**src/verilog/ipt_exc_regs.svh**
```systemverilog
`ifndef IPT_EXC_REGS_SVH
`define IPT_EXC_REGS_SVH

// ----------------------------------------
// Status word fields
// ----------------------------------------
`define IPT_TRACE_MODE_HIGH_BIT 15
`define IPT_TRACE_MODE_LOW_BIT 14
`define IPT_SUPERVISOR_BIT 13

// ----------------------------------------
// Vector numbers
// ----------------------------------------
`define IPT_VEC_ILLEGAL 8'h04
`define IPT_VEC_PRIVILEGE 8'h08
`define IPT_VEC_TRACE 8'h09
`define IPT_VEC_ALINE 8'h0A
`define IPT_VEC_FLINE 8'h0B

// ----------------------------------------
// Opcode patterns
// ----------------------------------------
`define IPT_NIBBLE_ALINE 4'hA
`define IPT_NIBBLE_FLINE 4'hF
`define IPT_OP_ALWAYS_ILLEGAL 16'h4AFC
`define IPT_OP_AND_IMM_SW 16'h027C
`define IPT_OP_EOR_IMM_SW 16'h0A7C
`define IPT_OP_OR_IMM_SW 16'h007C
`define IPT_OP_MOVE_FROM_SW 16'h40C0
`define IPT_OP_MOVE_TO_SW 16'h46C0
`define IPT_OP_STACK_PTR_MOVE 16'h4E60
`define IPT_OP_CTRL_REG_MOVE 16'h4E7A
`define IPT_OP_ALT_SPACE_MOVE 16'h0E00
`define IPT_OP_RESET 16'h4E70
`define IPT_OP_HALT_STOP 16'h4E72
`define IPT_OP_EXC_RETURN 16'h4E73
`define IPT_OP_LOW_POWER_HALT 16'hF800
`define IPT_EXT_LOW_POWER_HALT 16'h01C0
`define IPT_MASK_EA 16'hFFC0
`define IPT_MASK_REG 16'hFFF0
`define IPT_MASK_DIR 16'hFFFE
`define IPT_MASK_HI 16'hFF00

// ----------------------------------------
// Control register selectors
// ----------------------------------------
`define IPT_SEL_SRC_FC 12'h000
`define IPT_SEL_DST_FC 12'h001
`define IPT_SEL_USER_SP 12'h800
`define IPT_SEL_VEC_BASE 12'h801

// ----------------------------------------
// Register map
// ----------------------------------------
`define IPT_ADDR_VEC_BASE 8'h00
`define IPT_ADDR_STATUS 8'h04
`define IPT_VEC_BASE_RESET 32'h0000_0000

`endif

```
**src/verilog/ipt_exc_pkg.sv**
```systemverilog
package ipt_exc_pkg;

	typedef enum logic [1:0] {
		IPT_TM_OFF = 2'b00,
		IPT_TM_FLOW = 2'b01,
		IPT_TM_ALL = 2'b10,
		IPT_TM_RSVD = 2'b11
	} ipt_trace_mode_t;

	typedef enum logic [0:0] {
		IPT_ST_IDLE = 1'b0,
		IPT_ST_REQ = 1'b1
	} ipt_state_t;

	typedef enum logic [1:0] {
		IPT_EXT_NONE = 2'b00,
		IPT_EXT_CTRL_SEL = 2'b01,
		IPT_EXT_INDEX = 2'b10,
		IPT_EXT_FLINE = 2'b11
	} ipt_ext_kind_t;

	typedef struct packed {
		logic valid;
		logic opcode_known;
		logic [15:0] word;
		ipt_ext_kind_t ext_kind;
		logic [15:0] ext_word;
		logic [31:0] pc;
	} ipt_dec_t;

	typedef struct packed {
		logic valid;
		logic flow_change;
		logic forced;
		logic forced_done;
		logic halt_instr;
		logic bus_fault;
		logic return_from_fault;
		logic [31:0] next_pc;
	} ipt_done_t;

	typedef struct packed {
		logic [7:0] vector;
		logic [31:0] vec_addr;
		logic [15:0] saved_psw;
		logic [15:0] new_psw;
		logic [31:0] frame_pc;
		logic [31:0] instr_addr;
	} ipt_frame_t;

endpackage

```
**src/verilog/ipt_exc_unit.sv**
```systemverilog
`timescale 1ns/100ps
`include "ipt_exc_regs.svh"

module ipt_exc_unit
	import ipt_exc_pkg::*;
(
	input wire logic ref_clk,
	input wire logic rst_n,
	input wire logic clk_en,
	input wire logic [15:0] processor_status_word,
	input wire ipt_dec_t dec_i,
	input wire ipt_done_t done_i,
	input wire logic exc_ack,
	output logic exc_req_q,
	output ipt_frame_t exc_frame_q,
	output logic boundary_free_q,
	output logic stop_suppress_q,
	input wire logic psel,
	input wire logic penable,
	input wire logic pwrite,
	input wire logic [7:0] paddr,
	input wire logic [31:0] pwdata,
	output logic [31:0] prdata,
	output logic pready,
	output logic pslverr
);

	// ----------------------------------------
	// Decode helpers
	// ----------------------------------------
	function automatic logic ipt_is_privileged(input logic [15:0] w);
		ipt_is_privileged = (w == `IPT_OP_AND_IMM_SW) || (w == `IPT_OP_EOR_IMM_SW)
			|| (w == `IPT_OP_OR_IMM_SW)
			|| ((w & `IPT_MASK_EA) == `IPT_OP_MOVE_FROM_SW)
			|| ((w & `IPT_MASK_EA) == `IPT_OP_MOVE_TO_SW)
			|| ((w & `IPT_MASK_REG) == `IPT_OP_STACK_PTR_MOVE)
			|| ((w & `IPT_MASK_DIR) == `IPT_OP_CTRL_REG_MOVE)
			|| (((w & `IPT_MASK_HI) == `IPT_OP_ALT_SPACE_MOVE) && (w[7:6] != 2'b11))
			|| (w == `IPT_OP_RESET) || (w == `IPT_OP_HALT_STOP)
			|| (w == `IPT_OP_EXC_RETURN) || (w == `IPT_OP_LOW_POWER_HALT);
	endfunction

	function automatic logic ipt_sel_valid(input logic [11:0] s);
		ipt_sel_valid = (s == `IPT_SEL_SRC_FC) || (s == `IPT_SEL_DST_FC)
			|| (s == `IPT_SEL_USER_SP) || (s == `IPT_SEL_VEC_BASE);
	endfunction

	function automatic logic [15:0] ipt_enter_super(input logic [15:0] w);
		logic [15:0] r;
		r = w;
		r[`IPT_SUPERVISOR_BIT] = 1'b1;
		r[`IPT_TRACE_MODE_HIGH_BIT] = 1'b0;
		r[`IPT_TRACE_MODE_LOW_BIT] = 1'b0;
		ipt_enter_super = r;
	endfunction

	// ----------------------------------------
	// Internal state
	// ----------------------------------------
	ipt_state_t st_q, st_d;
	logic trace_pend_q, trace_pend_d;
	logic wait_forced_q;
	logic defer_q;
	ipt_trace_mode_t mode_q, defer_mode_q, eff_mode;
	logic [31:0] instr_pc_q, defer_pc_q, trace_addr_q, trace_next_q;
	logic [31:0] vbr_q;
	logic [7:0] last_vec_q;
	logic accept, done_ev, trace_now, issue_dec, issue_trace;
	logic dec_hit;
	logic [7:0] dec_vec;
	logic [15:0] cur_psw;
	logic apb_acc, apb_hit;
	logic [31:0] apb_rd;

	assign cur_psw = processor_status_word;
	// The core starts an instruction only while the boundary is free
	assign accept = clk_en && dec_i.valid && boundary_free_q;
	assign done_ev = clk_en && done_i.valid;
	assign eff_mode = defer_q ? defer_mode_q : mode_q;
	// Reserved mode 11 traces nothing
	assign trace_now = !done_i.return_from_fault
		&& ((eff_mode == IPT_TM_ALL) || ((eff_mode == IPT_TM_FLOW) && done_i.flow_change));
	assign issue_dec = accept && dec_hit;
	assign issue_trace = clk_en && (st_q == IPT_ST_IDLE) && trace_pend_q && !wait_forced_q;

	// ----------------------------------------
	// Instruction screening
	// ----------------------------------------
	always_comb begin
		dec_hit = 1'b1;
		dec_vec = `IPT_VEC_ILLEGAL;
		if (dec_i.word[15:12] == `IPT_NIBBLE_ALINE) begin
			dec_vec = `IPT_VEC_ALINE;
		end else if ((dec_i.word[15:12] == `IPT_NIBBLE_FLINE)
			&& !((dec_i.word == `IPT_OP_LOW_POWER_HALT) && (dec_i.ext_kind == IPT_EXT_FLINE)
			&& (dec_i.ext_word == `IPT_EXT_LOW_POWER_HALT))) begin
			dec_vec = `IPT_VEC_FLINE;
		end else if ((dec_i.word == `IPT_OP_ALWAYS_ILLEGAL) || !dec_i.opcode_known
			|| ((dec_i.ext_kind == IPT_EXT_CTRL_SEL) && !ipt_sel_valid(dec_i.ext_word[11:0]))
			|| ((dec_i.ext_kind == IPT_EXT_INDEX) && dec_i.ext_word[8]
			&& ((dec_i.ext_word[5:4] == 2'b00) || (dec_i.ext_word[3:0] != 4'h0)))) begin
			dec_vec = `IPT_VEC_ILLEGAL;
		end else if (!cur_psw[`IPT_SUPERVISOR_BIT] && ipt_is_privileged(dec_i.word)) begin
			dec_vec = `IPT_VEC_PRIVILEGE;
		end else begin
			dec_hit = 1'b0;
		end
	end

	// ----------------------------------------
	// Sequencer
	// ----------------------------------------
	always_comb begin
		st_d = st_q;
		trace_pend_d = trace_pend_q;
		if (clk_en) begin
			unique case (st_q)
				IPT_ST_IDLE: begin
					if (issue_dec) begin
						st_d = IPT_ST_REQ;
					end else if (issue_trace) begin
						st_d = IPT_ST_REQ;
						trace_pend_d = 1'b0;
					end
				end
				IPT_ST_REQ: begin
					if (exc_ack) begin
						st_d = IPT_ST_IDLE;
					end
				end
			endcase
			// A pending trace closes the boundary to interrupts and breakpoints
			if (done_ev && trace_now) begin
				trace_pend_d = 1'b1;
			end
		end
	end

	always_ff @(posedge ref_clk or negedge rst_n) begin
		if (!rst_n) begin
			st_q <= IPT_ST_IDLE;
			trace_pend_q <= 1'b0;
			boundary_free_q <= 1'b0;
			exc_req_q <= 1'b0;
		end else if (clk_en) begin
			st_q <= st_d;
			trace_pend_q <= trace_pend_d;
			boundary_free_q <= (st_d == IPT_ST_IDLE) && !trace_pend_d;
			exc_req_q <= (st_d == IPT_ST_REQ);
		end
	end

	// Forced exception of the traced instruction goes first; the set wins a clash
	always_ff @(posedge ref_clk or negedge rst_n) begin
		if (!rst_n) begin
			wait_forced_q <= 1'b0;
		end else if (done_ev && trace_now) begin
			wait_forced_q <= done_i.forced;
		end else if (clk_en && done_i.forced_done) begin
			wait_forced_q <= 1'b0;
		end
	end

	// ----------------------------------------
	// Trace mode capture and fault deferral
	// ----------------------------------------
	always_ff @(posedge ref_clk or negedge rst_n) begin
		if (!rst_n) begin
			mode_q <= IPT_TM_OFF;
			instr_pc_q <= 32'h0000_0000;
		end else if (accept) begin
			// Sampled at instruction start, not at completion
			mode_q <= ipt_trace_mode_t'({cur_psw[`IPT_TRACE_MODE_HIGH_BIT], cur_psw[`IPT_TRACE_MODE_LOW_BIT]});
			instr_pc_q <= dec_i.pc;
		end
	end

	// A faulted instruction keeps its trace until the restart ends normally
	always_ff @(posedge ref_clk or negedge rst_n) begin
		if (!rst_n) begin
			defer_q <= 1'b0;
			defer_mode_q <= IPT_TM_OFF;
			defer_pc_q <= 32'h0000_0000;
		end else if (clk_en && done_i.bus_fault && !defer_q) begin
			defer_q <= 1'b1;
			defer_mode_q <= mode_q;
			defer_pc_q <= instr_pc_q;
		end else if (done_ev && !done_i.return_from_fault) begin
			defer_q <= 1'b0;
		end
	end

	always_ff @(posedge ref_clk or negedge rst_n) begin
		if (!rst_n) begin
			trace_addr_q <= 32'h0000_0000;
			trace_next_q <= 32'h0000_0000;
		end else if (done_ev && trace_now) begin
			trace_addr_q <= defer_q ? defer_pc_q : instr_pc_q;
			trace_next_q <= done_i.next_pc;
		end
	end

	// Halt with instruction trace: the core loads status, then takes trace, never stops
	always_ff @(posedge ref_clk or negedge rst_n) begin
		if (!rst_n) begin
			stop_suppress_q <= 1'b0;
		end else if (clk_en) begin
			stop_suppress_q <= done_ev && done_i.halt_instr && eff_mode[1];
		end
	end

	// ----------------------------------------
	// Exception frame
	// ----------------------------------------
	always_ff @(posedge ref_clk or negedge rst_n) begin
		if (!rst_n) begin
			exc_frame_q <= '0;
			last_vec_q <= 8'h00;
		end else if (clk_en && (st_q == IPT_ST_IDLE)) begin
			if (issue_dec) begin
				// Taken before any register changes; nothing of the instruction runs
				exc_frame_q.vector <= dec_vec;
				exc_frame_q.vec_addr <= vbr_q + {22'h000000, dec_vec, 2'b00};
				exc_frame_q.saved_psw <= cur_psw;
				exc_frame_q.new_psw <= ipt_enter_super(cur_psw);
				exc_frame_q.frame_pc <= dec_i.pc;
				exc_frame_q.instr_addr <= dec_i.pc;
				last_vec_q <= dec_vec;
			end else if (issue_trace) begin
				exc_frame_q.vector <= `IPT_VEC_TRACE;
				exc_frame_q.vec_addr <= vbr_q + {22'h000000, `IPT_VEC_TRACE, 2'b00};
				exc_frame_q.saved_psw <= cur_psw;
				exc_frame_q.new_psw <= ipt_enter_super(cur_psw);
				exc_frame_q.frame_pc <= trace_next_q;
				exc_frame_q.instr_addr <= trace_addr_q;
				last_vec_q <= `IPT_VEC_TRACE;
			end
		end
	end

	// ----------------------------------------
	// APB slave, one wait state per access
	// ----------------------------------------
	assign apb_acc = psel && penable;
	always_comb begin
		apb_hit = 1'b1;
		apb_rd = 32'h0000_0000;
		unique case (paddr)
			`IPT_ADDR_VEC_BASE: apb_rd = vbr_q;
			`IPT_ADDR_STATUS: begin
				apb_rd = {16'h0000, defer_q, wait_forced_q, trace_pend_q, 4'h0, st_q == IPT_ST_REQ, last_vec_q};
				apb_hit = !pwrite;
			end
			default: apb_hit = 1'b0;
		endcase
	end

	always_ff @(posedge ref_clk or negedge rst_n) begin
		if (!rst_n) begin
			pready <= 1'b0;
			pslverr <= 1'b0;
			prdata <= 32'h0000_0000;
		end else if (clk_en) begin
			pready <= apb_acc && !pready;
			pslverr <= apb_acc && !pready && !apb_hit;
			if (apb_acc && !pready) begin
				prdata <= pwrite ? 32'h0000_0000 : apb_rd;
			end
		end
	end

	// Vector base steers every vector fetch
	always_ff @(posedge ref_clk or negedge rst_n) begin
		if (!rst_n) begin
			vbr_q <= `IPT_VEC_BASE_RESET;
		end else if (clk_en && apb_acc && pready && pwrite && (paddr == `IPT_ADDR_VEC_BASE)) begin
			vbr_q <= pwdata;
		end
	end

	// ----------------------------------------
	// Assertions
	// ----------------------------------------
	vector_fetch_a: assert property (@(posedge ref_clk) disable iff (!rst_n)
		$rose(exc_req_q) && !$past(apb_acc && pready && pwrite)
		|-> exc_frame_q.vec_addr == vbr_q + {22'h000000, exc_frame_q.vector, 2'b00})
		else $error("vector fetch address wrong");

	aline_vector_a: assert property (@(posedge ref_clk) disable iff (!rst_n)
		accept && (dec_i.word[15:12] == 4'hA) |=> exc_req_q && (exc_frame_q.vector == 8'h0A))
		else $error("A-pattern word not sent to vector 10");

	fline_vector_a: assert property (@(posedge ref_clk) disable iff (!rst_n)
		accept && (dec_i.word[15:12] == 4'hF) && (dec_i.ext_kind != IPT_EXT_FLINE)
		|=> exc_req_q && (exc_frame_q.vector == 8'h0B))
		else $error("F-pattern word not sent to vector 11");

	always_illegal_a: assert property (@(posedge ref_clk) disable iff (!rst_n)
		accept && (dec_i.word == 16'h4AFC)
		|=> exc_req_q && (exc_frame_q.vector == 8'h04) && (exc_frame_q.frame_pc == $past(dec_i.pc)))
		else $error("4AFC not illegal");

	user_privilege_a: assert property (@(posedge ref_clk) disable iff (!rst_n)
		accept && dec_i.opcode_known && !cur_psw[13] && (dec_i.word == 16'h4E73)
		|=> exc_req_q && (exc_frame_q.vector == 8'h08))
		else $error("user return-from-exception not privileged");

	super_entry_a: assert property (@(posedge ref_clk) disable iff (!rst_n)
		exc_req_q |-> exc_frame_q.new_psw[13] && (exc_frame_q.new_psw[15:14] == 2'b00)
		&& (exc_frame_q.new_psw[12:0] == exc_frame_q.saved_psw[12:0]))
		else $error("exception entry status word wrong");

	trace_blocks_boundary_a: assert property (@(posedge ref_clk) disable iff (!rst_n)
		trace_pend_q |-> !boundary_free_q)
		else $error("boundary opened while trace pending");

	flow_untaken_a: assert property (@(posedge ref_clk) disable iff (!rst_n)
		done_ev && !defer_q && (mode_q == IPT_TM_FLOW) && !done_i.flow_change && !trace_pend_q
		|=> !trace_pend_q)
		else $error("flow mode traced a sequential instruction");

	fault_return_a: assert property (@(posedge ref_clk) disable iff (!rst_n)
		done_ev && done_i.return_from_fault && !trace_pend_q |=> !trace_pend_q)
		else $error("fault-resuming return was traced");

	halt_trace_a: assert property (@(posedge ref_clk) disable iff (!rst_n)
		done_ev && done_i.halt_instr && (mode_q == IPT_TM_ALL) && !defer_q
		|=> stop_suppress_q && trace_pend_q)
		else $error("traced halt was allowed to stop");

	trace_frame_a: assert property (@(posedge ref_clk) disable iff (!rst_n)
		issue_trace |=> exc_req_q && (exc_frame_q.vector == 8'h09)
		&& (exc_frame_q.frame_pc == $past(trace_next_q)))
		else $error("trace frame wrong");

	deferred_trace_a: assert property (@(posedge ref_clk) disable iff (!rst_n)
		done_ev && defer_q && !done_i.return_from_fault && (defer_mode_q == IPT_TM_ALL)
		|=> trace_pend_q && (trace_addr_q == $past(defer_pc_q)))
		else $error("deferred trace lost after restart");

	fault_no_trace_a: assert property (@(posedge ref_clk) disable iff (!rst_n)
		clk_en && done_i.bus_fault && !done_i.valid && !trace_pend_q |=> !trace_pend_q)
		else $error("aborted instruction was traced");

	aline_cover_c: cover property (@(posedge ref_clk) accept && (dec_i.word[15:12] == 4'hA));
	halt_trace_c: cover property (@(posedge ref_clk) stop_suppress_q);
	trace_taken_c: cover property (@(posedge ref_clk) issue_trace);
	forced_first_c: cover property (@(posedge ref_clk) wait_forced_q ##1 !wait_forced_q);
	deferred_c: cover property (@(posedge ref_clk) defer_q && done_ev && trace_now);

endmodule // ipt_exc_unit

```
**config.mk**
```make
export PLATFORM = sky130hd
export DESIGN_NAME = ipt_exc_unit
export DESIGN_NICKNAME = d
export VERILOG_FILES = /design/src/verilog/ipt_exc_pkg.sv /design/src/verilog/ipt_exc_unit.sv
export VERILOG_INCLUDE_DIRS = /design/src /design/src/verilog
export SDC_FILE = /design/constraint.sdc
export NUM_CORES = 1
export LEC_CHECK = 0
export ABC_AREA = 1
export ABC_CLOCK_PERIOD_IN_PS = 2400
export BUFFER_PORTS_ARGS = -buffer_cell sky130_fd_sc_hd__clkbuf_2
export CAP_MARGIN = 20
export CORE_MARGIN = 2
export CORE_UTILIZATION = 35
export CTS_CLUSTER_SIZE = 25
export DETAILED_ROUTE_END_ITERATION = 8
export GPL_ROUTABILITY_DRIVEN = 1
export PLACE_DENSITY = 0.64
export SYNTH_ARGS = -nofsm -noshare
export SYNTH_HDL_FRONTEND = slang
export SYNTH_SLANG_ARGS = --single-unit
```
**constraint.sdc**
```tcl
create_clock -name ref_clk -period 2.4 [get_ports ref_clk]
set_input_delay 0.48 -clock ref_clk [delete_from_list [all_inputs] [get_ports ref_clk]]
set_output_delay 0.48 -clock ref_clk [all_outputs]
set_load 0.02 [all_outputs]
```
## Word level (Yosys, flattened, before mapping)

Cells that the tools add are included.

| storage, ports and cells | value |
|---|---|
| flip-flop bits (word level) | 348 |
| input port bits | 170 |
| output and inout port bits | 173 |
| word-level logic and storage cells | 155 |

| operators by class | value |
|---|---|
| $add $sub $neg | 2 |
| eq/ne operators | 26 |
| mux-type cells | 31 |
| bitwise operators | 2 |
| reductions and logical operators | 71 |

Operator list:

| kind | number |
|---|---|
| $mux 136 | 2 |
| $eq 16x15->1 const B | 4 |
| $mux 32 | 2 |
| $pmux 32 s2 | 1 |
| $mux 8 | 5 |
| $add 32x10->32 | 1 |
| $add 32x6->32 const B | 1 |
| $logic_and 1x1->1 | 32 |
| $eq 12x12->1 const B | 2 |
| $eq 10x9->1 const B | 2 |
| $logic_or 1x1->1 | 19 |
| $mux 1 | 17 |
| $eq 16x10->1 const B | 1 |
| $eq 16x12->1 const B | 1 |
| $eq 16x16->1 const B | 1 |
| $eq 16x7->1 const B | 1 |
| $eq 16x9->1 const B | 1 |
| $eq 15x14->1 const B | 1 |
| $eq 12x1->1 const B | 1 |
| $eq 12x11->1 const B | 1 |
| $logic_not 12->1 | 1 |
| $logic_not 1->1 | 11 |
| $eq 4x4->1 const B | 2 |
| $eq 8x3->1 const B | 1 |
| 13 further kinds | 21 |

## Depth between registers and ports, before layout

| logic depth | value |
|---|---|
| word-level depth | 24 |
| gate-level depth with buffers | 27 |
| depth with buffers taken out | 26 |

## Least setup slack after synthesis

OpenSTA, ideal clock, no wires.

| path | value |
|---|---|
| path kind | input -> register |
| from | input dec_i[65] in the netlist's numbering |
| to | register exc_frame_q[120] in the netlist's numbering |
| library setup time | 0.065 ns |
| data arrival time | 3.120 ns |
| data required time | 2.335 ns |
| slack | -0.785 ns |
| cell stages on the path | 26 |
| buffers on the path | 1 |
| cells stage by stage | nand2_1 -> nor2_2 -> nand2_1 -> nor2_1 -> nand3_1 -> nand2_1 -> nand2_1 -> nor2_2 -> nand2_2 -> nand2_2 -> buf_2 -> inv_1 -> nand2_1 -> ha_1 -> fa_1 -> nand3_1 -> nand3_1 -> nand2_1 -> nor2_2 -> nand2_1 -> nor2_1 -> nand3_2 -> nor2_1 -> xor2_1 -> nand2_1 -> nand2_1 |

| between the ends | value |
|---|---|
| word-level cells in the longest chain between the ends | 20 |
| elaborated cells between the ends (all ways) | 48 |
| classes of those cells | 1 x add/sub; 15 x eq/ne; 9 x mux; 23 x reduce/logical |

RTL lines:

| item | RTL line | text |
|---|---|---|
| from (decl) | ipt_exc_unit.sv:11 | `input wire ipt_dec_t dec_i,` |
| branches (longest 20 deep; another with $eq 16x10->1) | - |  |
| to (decl) | ipt_exc_unit.sv:15 | `output ipt_frame_t exc_frame_q,` |

Parallel ways; which one is timed is not known.
A chain may end at the register's enable or synchronous reset.

## Final worst setup path

| path | value |
|---|---|
| from | input dec_i[59] in the netlist's numbering |
| to | register exc_frame_q[102] in the netlist's numbering |

The elaborated chain is that of the path after synthesis.

==> impl_metrics.env <==
export IMPL_worstSetupStartpoint="dec_i[59]"
export IMPL_worstMarginPinSlew_ns=0.667
export IMPL_relSlewSlack_pct=55.6
export IMPL_worst_setup_path_end_kind="flop"
export IMPL_drtIter0Drc=730
export IMPL_yosysWarnings=0
export IMPL_rrSetupSlack_ns=-0.04
export IMPL_critPathMaxFanout=3
export IMPL_multi_input_comb_area_um2=5930
export IMPL_cts_tree="done"
export IMPL_rr_endpoint="exc_frame_q[102]"
export IMPL_grt_pass1_vias=12800
export IMPL_cts_reportedPaths_clkPinSlew_ns=0.06
export IMPL_r2r_start="boundary_free_q"
export IMPL_grt_pass1_wl_um=69800
export IMPL_cts_root_buf="clkbuf_16"
export IMPL_start_util_pct=35.6
export IMPL_die_area_um2=43300
export IMPL_min_period_ns=2.62
export IMPL_r2r_cells=15
export IMPL_async_flop_share_pct=100
export IMPL_final_setup_worst_slack_ns=-0.218
export IMPL_register_area_um2=8030
export IMPL_antenna_found_initial=4
export IMPL_post_drt_via_cell_ratio=4.84
export IMPL_ir_worst_vdd_v=0.000485
export IMPL_yosys_area_top_type="dfrtp_1"
export IMPL_synthMostInstantiatedCell="nand2_1"
export IMPL_rsz0062_at_grt="true"
export IMPL_final_cells=2615
export IMPL_htree_levels=2
export IMPL_syn_inst=1668
export IMPL_syn2layout_area_growth_pct=30.9
export IMPL_synthTopCellsByCount="nand2_1 (667), dfrtp_1 (321), o21ai_0 (142)"
export IMPL_max_clock_path_buffers=3
export IMPL_outcome="finished with violations"
export IMPL_worstSetupStartpointType="input pin"
export IMPL_clock_latency_ns=0.54
export IMPL_worstPathRequired_ns=2.83
export IMPL_finalSetupTns_ns=-2.85
export IMPL_nets=2229
export IMPL_ys_seq_area_share_pct=55.1
export IMPL_cp_arrival_ns=3.05
export IMPL_placed_cells=2522
export IMPL_netlist_area_leader_share_pct=55.1
export IMPL_drv_cap=0
export IMPL_synth_edff_count=0
export IMPL_syn_avg_cell_area_um2=8.73
export IMPL_routabilityCongestion=0.978
export IMPL_fmax_mhz=382
export IMPL_ys_flop_type="dfrtp_1"
export IMPL_slew_viol_final=0
export IMPL_crit_type="input pin to flop"
export IMPL_period_share_pct=109
export IMPL_numCtsBuffers=37
export IMPL_nFillCells=3935
export IMPL_wire_per_inst_um=16.8
export IMPL_ios=343
export IMPL_synth_seq_cells=321
export IMPL_die_height_um=208
export IMPL_num_rows=74
export IMPL_min_from="done_i[21]"
export IMPL_drt_antenna_violating_nets=0
export IMPL_drc=0
export IMPL_cellLeakagePower_uw=0.0100
export IMPL_synth_area_um2=14600
export IMPL_clkSinkCount=321
export IMPL_coreArea_um2=40900
export IMPL_hold_path_class="input pin to flop"
export IMPL_violations="setup timing"
export IMPL_grt_max_degree=70
export IMPL_port_buffers=336
export IMPL_vias=12600
export IMPL_place_hpwl_um=31200
export IMPL_drive_gt1_share_pct=30.4
export IMPL_synth_cell_types=43
export IMPL_routed_wl_um=44000
export IMPL_synth_area_leaders="dfrtp_1 (55%), nand2_1 (17%), o21ai_0 (4.9%)"
export IMPL_track_usage_pct=20.1
export IMPL_setup_viol=23
export IMPL_skew_ns=0.0235
export IMPL_worstSetupEndpoint="exc_frame_q[102]"
export IMPL_drt_first_pass_iters=8
export IMPL_grt_overflow=0
export IMPL_die_x_um=208
export IMPL_power_density_nw_per_um2=1030
export IMPL_final_hold_viol_count=0
==> flip-flops by register name, indices dropped and copies added (netlist names), 32 cells and up <==
signal and flops:
vbr_q 32, defer_pc_q 32, trace_addr_q 32, instr_pc_q 32
exc_frame_q 116, prdata 32, trace_next_q 32
==> kinds of logic after synthesis <==
group | after synthesis | share of synthesized area (%)
AOI/OAI and AO/OA | 210 | 8.19
xor gates and xnor gates | 25 | 1.50
adders and majority gates | 5 | 0.481
buffers and inverters | 205 | 6.87
DFF | 321 | 55.1
muxes | 64 | 4.95
other | 1 | 0.0257
and+or+nand+nor | 837 | 22.8
==> cell usage in the layout (no fill, tap or decap), types with 7 or more instances in the layout <==
cell type	netlist	routed
mux2_1	30	30
mux2_2	34	34
o21ai_0	142	129
clkbuf_8	0	13
inv_4	0	7
nand2_2	3	16
a31oi_1	33	32
o21ai_1	5	15
buf_6	8	11
clkbuf_16	0	39
a32o_1	12	12
buf_4	29	83
nor2_4	0	8
buf_12	0	14
dfrtp_1	321	320
nand4_1	7	7
xor2_1	22	17
inv_1	101	89
clkbuf_2	1	323
clkbuf_1	27	11
nand3_2	4	11
nor2_1	90	67
nor2_2	4	19
nand3_1	38	30
nand2_1	667	648
==> final cells by class <==
type / count / area share (%)
antenna: 2 / 0.0262
inverter: 106 / 2.30
clock buffer: 57 / 5.84
multi-input combinational: 1147 / 31.1
timing repair buffer: 441 / 14.6
tap: 532 / 3.49
clock inverter: 9 / 0.538
sequential: 321 / 42.1
==> routing by layer <==
metal | track usage (%) | part of all wire, % | up-vias
met5 | 0 | 0.059 | -
met4 | 7.48 | 3.1 | 4
met3 | 5.03 | 6.1 | 89
met2 | 33.2 | 48 | 351
met1 | 25.6 | 42 | 6132
li1 | - | - | 6068
==> worst max-delay path: stages <==
cell and delay, ns:
buf_8 0.11, buf_6 0.11, nor2_4 0.14, nand2_2 0.07, nor3_2 0.09, nand2_1 0.06, nand2_1 0.05, inv_1 0.04
nand3_1 0.06, nand2_1 0.06, nand2_2 0.10, nand2_4 0.05, inv_2 0.06, nand2_4 0.05, ha_4 0.16, fa_2 0.37
nand3_2 0.07, nand3_2 0.09, buf_4 0.16, buf_6 0.11, buf_4 0.12, buf_4 0.13, xor2_2 0.13, o21ai_1 0.16
==> worst min path at each step <==
stage / to / cells past startpoint
after CTS: trace_next_q[13] / 3
after detailed placement: trace_next_q[29] / 1
after global routing: trace_next_q[3] / 3
after floorplan: boundary_free_q / 0
final: trace_next_q[21] / 3
after global placement: trace_next_q[29] / 1
==> stage by stage <==
| step | total power (uW) | hold WS, ns | worst slack (ns) | utilization, % | instance area, um^2 |
|---|---|---|---|---|---|
| CTS | 19900 | 0.114 | -0.141 | 46.0 | 18800 |
| global route | 21000 | 0.128 | -0.485 | 46.6 | 19100 |
| floorplan | 12100 | 0.184 | -0.572 | - | 14700 |
| finish | 19700 | 0.145 | -0.218 | 46.6 | 19100 |
| global placement | 14000 | 0.432 | -0.856 | 42.2 | 17300 |
| detailed placement | 14100 | 0.432 | -0.919 | 42.2 | 17300 |
==> what timing repair did <==
action,CTS,global route
endpoints found under the setup margin,23,31
setup buffers,17,10
resized for setup,58,48
endpoints found under the hold margin,35,0
pin swaps,33,40
hold buffers,1,0
==> power breakdown <==
| part | leakage, uW | total [uW] | internal, uW | switching, uW |
|---|---|---|---|---|
| Clock | 0.000600 | 5640 | 3410 | 2230 |
| Sequential | 0.00413 | 8280 | 7220 | 1060 |
| Combinational | 0.00529 | 5780 | 2200 | 3580 |
| Total | 0.0100 | 19700 | 12800 | 6860 |
Note: power is estimated with default switching activity, not from simulation.
